==> config.mk <==
export PLATFORM = sky130hd
export DESIGN_NAME = radio_turnaround_preamble_cfg
export DESIGN_NICKNAME = d
export VERILOG_FILES = /design/src/radio_cfg_pkg.sv /design/src/interval_timer.sv /design/src/radio_turnaround_preamble_cfg.sv
export SDC_FILE = /design/constraint.sdc
export NUM_CORES = 1
export LEC_CHECK = 0
export BUFFER_PORTS_ARGS = -buffer_cell sky130_fd_sc_hd__buf_2
export CAP_MARGIN = 15
export CORE_AREA = 2 2 126 128
export DETAILED_ROUTE_END_ITERATION = 8
export DIE_AREA = 0 0 128 130
export GPL_ROUTABILITY_DRIVEN = 0
export GPL_TIMING_DRIVEN = 0
export RECOVER_POWER = 50
export SLEW_MARGIN = 15
export SYNTH_ARGS = -nofsm -noshare
export SYNTH_HDL_FRONTEND = slang
export SYNTH_SLANG_ARGS = --single-unit
==> constraint.sdc <==
create_clock -name mclk -period 4.68 [get_ports mclk]
set_input_delay 0.234 -clock mclk [delete_from_list [all_inputs] [get_ports mclk]]
set_output_delay 0.234 -clock mclk [all_outputs]
set_load 0.02 [all_outputs]
==> src/radio_cfg_pkg.sv <==
/*
  Shared constants and carriers for the radio turnaround, preamble and
  energy-averaging configuration block.
  Assumes a single 20 MHz baseband clock and a byte-wide register port.
*/
package radio_cfg_pkg;

  // Clock and time base
  localparam int unsigned CLK_PERIOD_NS = 50;
  localparam int unsigned TICK_NS = 1000;
  localparam int unsigned US_CYCLES = TICK_NS / CLK_PERIOD_NS;
  localparam int unsigned STEP_US = 16;
  localparam int unsigned STEP_SHIFT = 4;
  localparam int unsigned TIMER_W = 9;

  // Register addresses
  localparam logic [15:0] TX_FRAME_FORMAT_ADDR = 16'h2215;
  localparam logic [15:0] TURNAROUND_DELAY_ADDR = 16'h2216;
  localparam logic [15:0] GAIN_CTRL_CONFIG_ADDR = 16'h2223;

  // Field positions
  localparam int unsigned TX_TO_RX_LSB = 4;
  localparam int unsigned RX_TO_TX_LSB = 0;
  localparam int unsigned PREAMBLE_LSB = 0;
  localparam int unsigned AVG_WIN_LSB = 3;

  // Reset values
  localparam logic [3:0] TX_TO_RX_RESET = 4'h6;
  localparam logic [3:0] RX_TO_TX_RESET = 4'h1;
  localparam logic [3:0] PREAMBLE_RESET = 4'h3;
  localparam logic [1:0] AVG_WIN_RESET = 2'h0;

  // Preamble symbol offset and averaging base window
  localparam logic [4:0] PREAMBLE_BASE = 5'h06;
  localparam logic [TIMER_W-1:0] AVG_BASE_US = 9'h010;

  // Requests from the modem state machine, all one-cycle pulses
  typedef struct packed {
    logic to_tx;
    logic to_rx;
    logic preamble_start;
    logic meas_start;
  } modem_req_type;

  // Software-visible configuration
  typedef struct packed {
    logic [3:0] tx_to_rx_delay;
    logic [3:0] rx_to_tx_delay;
    logic [3:0] tx_preamble_len;
    logic [1:0] energy_avg_window;
  } cfg_type;

endpackage : radio_cfg_pkg

==> src/interval_timer.sv <==
/*
  Microsecond interval timer: loads a count, runs it down on tick pulses,
  reports busy for exactly that many ticks and a done pulse afterwards.
  Assumes tick is a one-cycle enable from a divider on the same clock.
*/
`timescale 1ns/1ns
module interval_timer #(
  parameter int unsigned W = 9
) (
  // Clock and reset
  input wire logic mclk,
  input wire logic srst,
  // Control
  input wire logic start,
  input wire logic [W-1:0] load,
  input wire logic tick,
  // Status
  output logic busy,
  output logic done
);

  // Refuse widths too narrow for a count and its zero test
  if (W < 2) begin : g_w_check
    $error("interval_timer: W too small");
  end

  logic [W-1:0] cnt_q, cnt_d;
  logic busy_q, busy_d;
  logic done_q, done_d;

  // A zero load finishes at once; start ignored while running
  always_comb begin
    cnt_d = cnt_q;
    busy_d = busy_q;
    done_d = 1'b0;
    if (start && !busy_q) begin
      cnt_d = load;
      busy_d = (load != '0);
      done_d = (load == '0);
    end else if (busy_q && tick) begin
      cnt_d = cnt_q - 1'b1;
      if (cnt_q == W'(1)) begin
        busy_d = 1'b0;
        done_d = 1'b1;
      end
    end
  end

  // State registers
  always_ff @(posedge mclk) begin
    if (srst) begin
      cnt_q <= '0;
      busy_q <= 1'b0;
      done_q <= 1'b0;
    end else begin
      cnt_q <= cnt_d;
      busy_q <= busy_d;
      done_q <= done_d;
    end
  end

  assign busy = busy_q;
  assign done = done_q;

endmodule : interval_timer

==> src/radio_turnaround_preamble_cfg.sv <==
/*
  Turnaround delay, transmit preamble length and energy-averaging window
  for the baseband modem, with their byte-wide software registers.
  Assumes the modem sends one-cycle requests and one energy sample per
  microsecond is valid on energy_sample whenever a measurement runs.
*/
// Local design decision: the strobed register port.
// Overview of operation
// - Receive-to-transmit waits the 4-bit rx_to_tx_delay field times 16 us, 0 to 240 us.
// - Transmit-to-receive waits the 4-bit tx_to_rx_delay field times 16 us, 0 to 240 us.
// - The tx_to_rx_delay field sits in bits 7:4, resets to 0110 and counts in 16 us steps.
// - A tx_preamble_len value n gives a preamble of n+6 symbols, 6 to 21.
// - Energy is averaged over a window set by a 2-bit field, code 0 is 16 us and code 1 is 32 us.
`timescale 1ns/1ns
module radio_turnaround_preamble_cfg (
  // Clock and reset
  input wire logic mclk,
  input wire logic srst,
  // Register port
  input wire logic [15:0] reg_addr,
  input wire logic [7:0] reg_wdata,
  input wire logic reg_wr,
  input wire logic reg_rd,
  output logic [7:0] reg_rdata,
  // Modem requests and energy samples
  input wire radio_cfg_pkg::modem_req_type modem_req,
  input wire logic [7:0] energy_sample,
  // Turnaround results
  output logic turnaround_busy,
  output logic enter_tx,
  output logic enter_rx,
  // Preamble timing
  output logic preamble_active,
  output logic preamble_done,
  // Energy averaging
  output logic meas_busy,
  output logic avg_valid,
  output logic [7:0] avg_energy
);

  localparam int unsigned TW = radio_cfg_pkg::TIMER_W;
  localparam int unsigned SUM_W = 16;

  // The tick divider is five bits wide, so the cycles per microsecond must fit
  if (radio_cfg_pkg::US_CYCLES < 2 || radio_cfg_pkg::US_CYCLES > 32) begin : g_us_check
    $error("clock rate unusable for the microsecond tick");
  end

  radio_cfg_pkg::cfg_type cfg_q, cfg_d;
  logic [7:0] rdata_q, rdata_d;

  // Register writes; reserved bits are not stored
  always_comb begin
    cfg_d = cfg_q;
    if (reg_wr) begin
      case (reg_addr)
        radio_cfg_pkg::TURNAROUND_DELAY_ADDR: begin
          cfg_d.tx_to_rx_delay = reg_wdata[radio_cfg_pkg::TX_TO_RX_LSB +: 4];
          cfg_d.rx_to_tx_delay = reg_wdata[radio_cfg_pkg::RX_TO_TX_LSB +: 4];
        end
        radio_cfg_pkg::TX_FRAME_FORMAT_ADDR: begin
          cfg_d.tx_preamble_len = reg_wdata[radio_cfg_pkg::PREAMBLE_LSB +: 4];
        end
        radio_cfg_pkg::GAIN_CTRL_CONFIG_ADDR: begin
          cfg_d.energy_avg_window = reg_wdata[radio_cfg_pkg::AVG_WIN_LSB +: 2];
        end
        default: begin
          cfg_d = cfg_q;
        end
      endcase
    end
  end

  // Read data stands for one cycle only; unmapped and reserved read zero
  always_comb begin
    rdata_d = 8'h00;
    if (reg_rd) begin
      case (reg_addr)
        radio_cfg_pkg::TURNAROUND_DELAY_ADDR: begin
          rdata_d[radio_cfg_pkg::TX_TO_RX_LSB +: 4] = cfg_q.tx_to_rx_delay;
          rdata_d[radio_cfg_pkg::RX_TO_TX_LSB +: 4] = cfg_q.rx_to_tx_delay;
        end
        radio_cfg_pkg::TX_FRAME_FORMAT_ADDR: begin
          rdata_d[radio_cfg_pkg::PREAMBLE_LSB +: 4] = cfg_q.tx_preamble_len;
        end
        radio_cfg_pkg::GAIN_CTRL_CONFIG_ADDR: begin
          rdata_d[radio_cfg_pkg::AVG_WIN_LSB +: 2] = cfg_q.energy_avg_window;
        end
        default: begin
          rdata_d = 8'h00;
        end
      endcase
    end
  end

  // Register file
  always_ff @(posedge mclk) begin
    if (srst) begin
      cfg_q.tx_to_rx_delay <= radio_cfg_pkg::TX_TO_RX_RESET;
      cfg_q.rx_to_tx_delay <= radio_cfg_pkg::RX_TO_TX_RESET;
      cfg_q.tx_preamble_len <= radio_cfg_pkg::PREAMBLE_RESET;
      cfg_q.energy_avg_window <= radio_cfg_pkg::AVG_WIN_RESET;
      rdata_q <= 8'h00;
    end else begin
      cfg_q <= cfg_d;
      rdata_q <= rdata_d;
    end
  end

  assign reg_rdata = rdata_q;

  // Microsecond tick divider; free-running, so a delay may end up to
  // one tick early, which is well inside a 16 us step
  localparam logic [4:0] US_LAST = 5'(radio_cfg_pkg::US_CYCLES - 1);
  logic [4:0] div_q, div_d;
  logic us_tick;

  always_comb begin
    div_d = (div_q == US_LAST) ? 5'h00 : div_q + 5'h01;
  end

  always_ff @(posedge mclk) begin
    if (srst) begin
      div_q <= 5'h00;
    end else begin
      div_q <= div_d;
    end
  end

  assign us_tick = (div_q == US_LAST);

  // Turnaround: delay is latched at the request, so later writes wait
  logic turn_start;
  logic turn_dir_tx_q, turn_dir_tx_d;
  logic [TW-1:0] turn_load;
  logic turn_busy, turn_done;
  logic enter_tx_q, enter_tx_d, enter_rx_q, enter_rx_d;

  assign turn_start = (modem_req.to_tx || modem_req.to_rx) && !turn_busy;

  always_comb begin
    turn_dir_tx_d = turn_dir_tx_q;
    turn_load = '0;
    enter_tx_d = turn_done && turn_dir_tx_q;
    enter_rx_d = turn_done && !turn_dir_tx_q;
    if (modem_req.to_tx) begin
      turn_load = {1'b0, cfg_q.rx_to_tx_delay, 4'h0};
    end else begin
      turn_load = {1'b0, cfg_q.tx_to_rx_delay, 4'h0};
    end
    if (turn_start) begin
      turn_dir_tx_d = modem_req.to_tx; // Transmit wins if both asked at once
    end
  end

  interval_timer #(
    .W(TW)
  ) turn_timer (
    .mclk(mclk),
    .srst(srst),
    .start(turn_start),
    .load(turn_load),
    .tick(us_tick),
    .busy(turn_busy),
    .done(turn_done)
  );

  // Preamble of n+6 symbols, 16 us each
  logic [4:0] pre_symbols;
  logic [TW-1:0] pre_load;

  assign pre_symbols = 5'(cfg_q.tx_preamble_len) + radio_cfg_pkg::PREAMBLE_BASE;
  assign pre_load = {pre_symbols, 4'h0};

  interval_timer #(
    .W(TW)
  ) pre_timer (
    .mclk(mclk),
    .srst(srst),
    .start(modem_req.preamble_start),
    .load(pre_load),
    .tick(us_tick),
    .busy(preamble_active),
    .done(preamble_done)
  );

  // Energy averaging over 16, 32, 64 or 128 us, window latched at start
  logic meas_start;
  logic [TW-1:0] meas_load;
  logic meas_run, meas_done;
  logic [1:0] win_q, win_d;
  logic [SUM_W-1:0] sum_q, sum_d;
  logic [7:0] avg_q, avg_d;
  logic avg_valid_q, avg_valid_d;
  logic [SUM_W-1:0] shifted;

  assign meas_start = modem_req.meas_start && !meas_run;
  assign meas_load = radio_cfg_pkg::AVG_BASE_US << cfg_q.energy_avg_window;
  assign shifted = sum_q >> (radio_cfg_pkg::STEP_SHIFT + win_q);

  always_comb begin
    win_d = win_q;
    sum_d = sum_q;
    avg_d = avg_q;
    avg_valid_d = 1'b0;
    if (meas_start) begin
      win_d = cfg_q.energy_avg_window;
      sum_d = '0;
    end else if (meas_run && us_tick) begin
      sum_d = sum_q + SUM_W'(energy_sample);
    end
    if (meas_done) begin
      avg_d = shifted[7:0];
      avg_valid_d = 1'b1;
    end
  end

  interval_timer #(
    .W(TW)
  ) meas_timer (
    .mclk(mclk),
    .srst(srst),
    .start(meas_start),
    .load(meas_load),
    .tick(us_tick),
    .busy(meas_run),
    .done(meas_done)
  );

  // Direction, accumulator and result registers
  always_ff @(posedge mclk) begin
    if (srst) begin
      turn_dir_tx_q <= 1'b0;
      enter_tx_q <= 1'b0;
      enter_rx_q <= 1'b0;
      win_q <= 2'h0;
      sum_q <= '0;
      avg_q <= 8'h00;
      avg_valid_q <= 1'b0;
    end else begin
      turn_dir_tx_q <= turn_dir_tx_d;
      enter_tx_q <= enter_tx_d;
      enter_rx_q <= enter_rx_d;
      win_q <= win_d;
      sum_q <= sum_d;
      avg_q <= avg_d;
      avg_valid_q <= avg_valid_d;
    end
  end

  assign turnaround_busy = turn_busy;
  assign enter_tx = enter_tx_q;
  assign enter_rx = enter_rx_q;
  assign meas_busy = meas_run;
  assign avg_energy = avg_q;
  assign avg_valid = avg_valid_q;

endmodule : radio_turnaround_preamble_cfg

Word level (Yosys, flattened, before mapping)

Index checks and enable logic that the tools add are counted.

Add/subtract/negate cells: 7
Eq/ne operators: 7
Shift-type cells: 2
Muxes and demuxes: 29
Bitwise logic cells: 2
Reduce and logical (&&, ||, !) cells: 38

Operators with widths:

| cell                                              | count |
|---|---|
| 2-to-1 mux 9 bit                                  | 6 |
| == test 16 x 14 -> 1 bit (second input constant)  | 3 |
| == test 9 x 1 -> 1 bit (second input constant)    | 3 |
| zero test 9 bit                                   | 3 |
| nonzero test 9 bit                                | 3 |
| subtractor 9 x 1 -> 9 bit (second input constant) | 3 |
| 2-to-1 mux 1 bit                                  | 19 |
| adder 16 x 8 -> 16 bit                            | 1 |
| >> shifter 16 x 4 -> 8 bit                        | 1 |
| AND reduction 2 bit                               | 6 |
| nonzero test 2 bit                                | 6 |
| logical AND 1 bit                                 | 10 |
| left shift 5 x 2 -> 9 bit (first input constant)  | 1 |
| 2-to-1 mux 8 bit                                  | 1 |
| OR reduction 2 bit                                | 4 |
| one-hot mux 3 bit (2 select lines)                | 1 |
| adder 4 x 3 -> 5 bit (second input constant)      | 1 |
| adder 5 x 1 -> 5 bit (second input constant)      | 1 |
| == test 5 bit (second input constant)             | 1 |
| adder 3 x 2 -> 4 bit (first input constant)       | 1 |
| zero test 1 bit                                   | 4 |
| one-hot mux 1 bit (3 select lines)                | 1 |
| OR reduction 3 bit                                | 1 |
| NOT 1 bit                                         | 2 |
| 2 further kinds                                   | 2 |

Register bits after elaboration: 90
Input bits: 40
Logic and storage cells: 109

Longest topological paths before layout

Depth in word-level cells: 5
Mapped depth: 8

Modules after synthesis

A second synthesis with hierarchy kept.

Cell total of the unflattened synthesis: 534
Area total of the unflattened synthesis: 4933.5 um2

Modules (own cells, without submodules):

| module                        | times used | cells each | area an instance (um2) | sequential area each (um2) |
|---|---|---|---|---|
| radio_turnaround_preamble_cfg | 1          | 306        | 2925.3                 | 1121.1 |
| interval_timer                | 3          | 76         | 669.4                  | 220.2 |

Worst setup path after synthesis

Ideal clock, no wire load.

Path kind: register -> register
From: reg div_q[0]
To: reg pre_timer.cnt_q[6]
Data arrival time: 2006 ps
Path slack: 2554 ps
Cell stages (with the launch flop): 9
Path buffers: 2
Period minus slack after synthesis: 2126 ps
Cells stage by stage: dfxtp_1 > ha_1 > and4bb_1 > buf_6 > nand3b_4 > or3b_1 > clkbuf_2 > o311a_1 > o31a_1

Word-level cells in the longest chain between the ends: 3

RTL lines:

| element                             | RTL line                             | RTL |
|---|---|---|
| from (decl)                         | radio_turnaround_preamble_cfg.sv:115 | `logic [4:0] div_q, div_d;` |
| from (signal assigned)              | radio_turnaround_preamble_cfg.sv:126 | `div_q <= div_d;` |
| == test 5 bit                       | radio_turnaround_preamble_cfg.sv:130 | `assign us_tick = (div_q == US_LAST);` |
| logical AND 1 bit                   | interval_timer.sv:40                 | `end else if (busy_q && tick) begin` |
| nonzero test 2 bit (no source line) | --                                   |  |
| to (signal assigned)                | interval_timer.sv:56                 | `cnt_q <= cnt_d;` |
| to (decl)                           | interval_timer.sv:27                 | `logic [W-1:0] cnt_q, cnt_d;` |

No other way between the ends.
A chain may end at the register's enable or synchronous reset.

Final worst setup path

From: reg div_q[0]
To: reg sum_q[3]

Word-level cells in the longest chain between the ends: 2

RTL lines:

| element              | RTL line                             | RTL |
|---|---|---|
| == test 5 bit        | radio_turnaround_preamble_cfg.sv:130 |  |
| logical AND 1 bit    | radio_turnaround_preamble_cfg.sv:209 | `end else if (meas_run && us_tick) begin` |
| to (signal assigned) | radio_turnaround_preamble_cfg.sv:245 | `sum_q <= sum_d;` |
| to (decl)            | radio_turnaround_preamble_cfg.sv:192 | `logic [SUM_W-1:0] sum_q, sum_d;` |

No other way between the ends.

==> key figures <==
STA
  • Final Max Tran Viols: 0
  • Post-route minimum period: 2.750 ns
  • Highest clock rate: 363.6 MHz
  • Worst-Margin Slew: 1.342 ns
  • Worst setup margin: 1.930 ns
  • Final setup vio count: 0
  • Setup Skew: 0.006165 ns
  • Slew HR: 0.09813
  • RSZ-0062 raised after global routing: no
  • Endpoints failing hold: 0
  • Period utilization: 0.5877
  • Setup_tns: 0 ns

Worst hold path
  • Worst Hold Path EP: cfg_q[11]$_SDFFE_PP1P_
  • Hold Path Depth: 3
  • Hold Startpoint: reg_wdata[5]
  • Worst hold path type: in2reg

Setup path
  • Worst Reg-to-Reg Cells: 8
  • Startpoint Class: flip-flop
  • CP arrival: roughly 3 ns
  • RR Endpoint: sum_q[3]$_SDFFE_PP0P_
  • RR Startpoint: div_q[0]$_SDFF_PP0_
  • Endpoint class of the critical path: flip-flop
  • Worst Path Required: between 4 and 5 ns
  • Setup crit start: div_q[0]$_SDFF_PP0_
  • Setup Crit Path Kind: reg2reg
  • Critical path peak fanout: 10
  • R2R Setup Slk: 1.93 ns

Clock tree
  • Root Buffer: clkbuf_16
  • Clock latency at the later pin of the worst-skew pair: 0.35 ns
  • CTS buffer count: 9
  • CTS tree: done
  • CTS Sinks: slightly below 90
  • CTS H-tree depth: 3
  • Post-CTS Repair Setup Buffers: 0
  • Hold_buf cts: 0
  • Post-CTS resize count: 0
  • Clock-pin transition on the worst setup and hold timing paths: 0.07 ns
  • Clock Path Buffers: 2

Yosys
  • Yosys reg bits: 89
  • Mapped Cells: 504
  • Sequential area share after synthesis: 0.3962
  • Syn_area_per_cell: 8.922 um2
  • Fraction of registers with async set/reset: 0
  • Yosys cell types: between 60 and 70
  • Synth Flop Type: dfxtp_1
  • Warning count from the yosys run: 0
  • Post-synth net total: 561
  • Mapped cell area: between 4000 and 5000 um2
  • Number of flops mapped to enable cells by yosys: 0

Cells and area
  • Commonest non-fill, non-tap cell in the layout: dfxtp_1
  • NumNets Final: 634
  • Layout cells sized above 1: 0.1186
  • Antenna Cells: 0
  • Most frequent cells in the layout: dfxtp_1 (89), nor2_1 (67), clkbuf_1 (44), nand2_1 (40), a21oi_1 (39)
  • Area grow syn2layout: 17.75%
  • Fin area: 5295 um2
  • Filler cell count: 1628

Routing
  • DRC Markers: 0
  • WL final: between 10 and 15 mm
  • DR WL/cell: 14.56 um
  • Initial DRC count: 267
  • First drt pass iteration count: 5
  • Vias/cell: 5.187
  • Final ANT Viol Nets: 0
  • Total number of vias: 4015

Global route
  • Initial antenna violation count: 1
  • First-pass GRT wire length: 18.29 mm
  • Gr ovfl total: 0
  • Number of global-route vias before repair: between 3000 and 4000
  • Gr usage total: 0.1381
  • Largest net degree at the start of global routing: 17

Floorplanning
  • Die area: 16640 um2
  • Ports: 63
  • Starting density of the core: 0.2915
  • FP Rows: 46
  • Die Ht: 130 um
  • Core Area: ~15000 um2
  • Die W: 128 um

Power
  • VDD IR max: 0.0002126 V
  • Leakage: just under 2 nW
  • Pwr dens: ~320 nW/um2

Placement
  • PortBufs: slightly above 60
  • Detailed placer's ending HPWL: around 8.5 mm
  • DP Worst Slack: 2.307 ns
  • Area after DPL: around 5000 um2

Outcome
  • Status: complete, no violations

Job
  • MaxCap Viol Count: 0
[report_power, final]
group	internal [mW]	switching, mW	total [mW]
Combinational	0.0454	0.0714	0.117
Sequential	0.769	0.0126	0.781
Clock	0.471	0.314	0.786
Total	1.29	0.398	1.68
[worst max-delay path, cell delays in order (launching register included)]
cell and delay, ns:
dfxtp_1 0.37, ha_1 0.24, and4bb_1 0.20, clkbuf_1 0.50, and2_1 0.23, clkbuf_1 0.36, buf_1 0.44, o21ai_0 0.17
a21oi_1 0.16
[flip-flops by register name (all words and copies together) (netlist names), 2 cells and up]
register          cells
sum_q                15
meas_timer.cnt_q      9
cfg_q                14
div_q                 5
turn_timer.cnt_q      9
pre_timer.cnt_q       9
win_q                 2
avg_energy            8
reg_rdata             8
[worst max-delay path by stage]
stage	to	slack, ns
after floorplan	pre_timer.cnt_q[6]$_SDFFE_PP0P_	2.55
final	sum_q[3]$_SDFFE_PP0P_	1.93
after CTS	sum_q[3]$_SDFFE_PP0P_	2.28
after detailed placement	sum_q[3]$_SDFFE_PP0P_	2.31
after global routing	sum_q[3]$_SDFFE_PP0P_	1.65
after global placement	sum_q[3]$_SDFFE_PP0P_	2.39
[cell families (layout without fill, tap and decap cells)]
group	Yosys count	in the layout	share of synthesized area
AO/OA/AOI/OAI	94	94	0.1327
XOR/XNOR	24	24	0.04674
adder cells (fa/ha/maj)	17	17	0.04897
buffers and inverters	35	113	0.03116
flip-flops	89	89	0.3962
multiplexers	31	31	0.09154
AND/OR/NAND/NOR	214	214	0.2526
[cell type report]
cell class                 count  area [um2]  area share
clock buffer                   9       225.2     0.04253
sequential                    89        1782      0.3365
timing repair buffer          62       280.3     0.05293
clock inverter                 7       100.1     0.01890
inverter                      13       48.80    0.009215
multi-input combinational    380        2535      0.4787
tap                          192       240.2     0.04537
buffer                        22       83.83     0.01583
[cells in the mapped netlist, drive strengths merged (2+ instances only)]
cell / number / area share
dfxtp: 89 / 0.40
mux4: 8 / 0.040
a211oi: 8 / 0.013
or2: 2 / 0.0033
nor4: 10 / 0.017
nand2b: 6 / 0.0083
nand2: 40 / 0.034
or4: 4 / 0.0067
nand3b: 4 / 0.0095
o21bai: 2 / 0.0033
xnor2: 11 / 0.021
o31a: 2 / 0.0039
o21ai: 12 / 0.013
or4b: 4 / 0.0097
and3: 7 / 0.0097
o211a: 2 / 0.0045
inv: 13 / 0.011
clkbuf: 18 / 0.015
and4: 2 / 0.0039
a31o: 2 / 0.0039
and2: 4 / 0.0056
o211ai: 4 / 0.0067
nor2b: 5 / 0.0070
mux2i: 22 / 0.049
nor3b: 2 / 0.0033
nand3: 18 / 0.020
o311ai: 2 / 0.0039
a21oi: 39 / 0.043
ha: 16 / 0.045
buf: 4 / 0.0050
nor4b: 2 / 0.0039
nor2: 67 / 0.056
a31oi: 4 / 0.0056
a22oi: 5 / 0.0083
nand4: 6 / 0.0083
nor3: 19 / 0.025
or3: 6 / 0.0083
xor2: 13 / 0.025
nand4b: 3 / 0.0058
[stage by stage]
| step | hold slack, ns | cells | utilization | power (mW) |
|---|---|---|---|---|
| floorplan | 0.3591 | 504 | - | 0.8692 |
| global placement | 0.4320 | 758 | 0.3272 | 0.9147 |
| detailed placement | 0.4345 | 758 | 0.3272 | 0.9176 |
| CTS | 0.1042 | 774 | 0.3483 | 1.704 |
| global route | 0.1187 | 774 | 0.3433 | 1.744 |
| finish | 0.1088 | 774 | 0.3433 | 1.684 |
[per-layer routing]
layer,global-route usage,up-vias,share of wire
li1,-,1974,-
met1,0.1687,1925,0.46
met2,0.2366,100,0.47
met3,0.02829,14,0.057
met4,0.06141,2,0.014
met5,0,-,0.0012
Power figures use the tool's default switching activity.
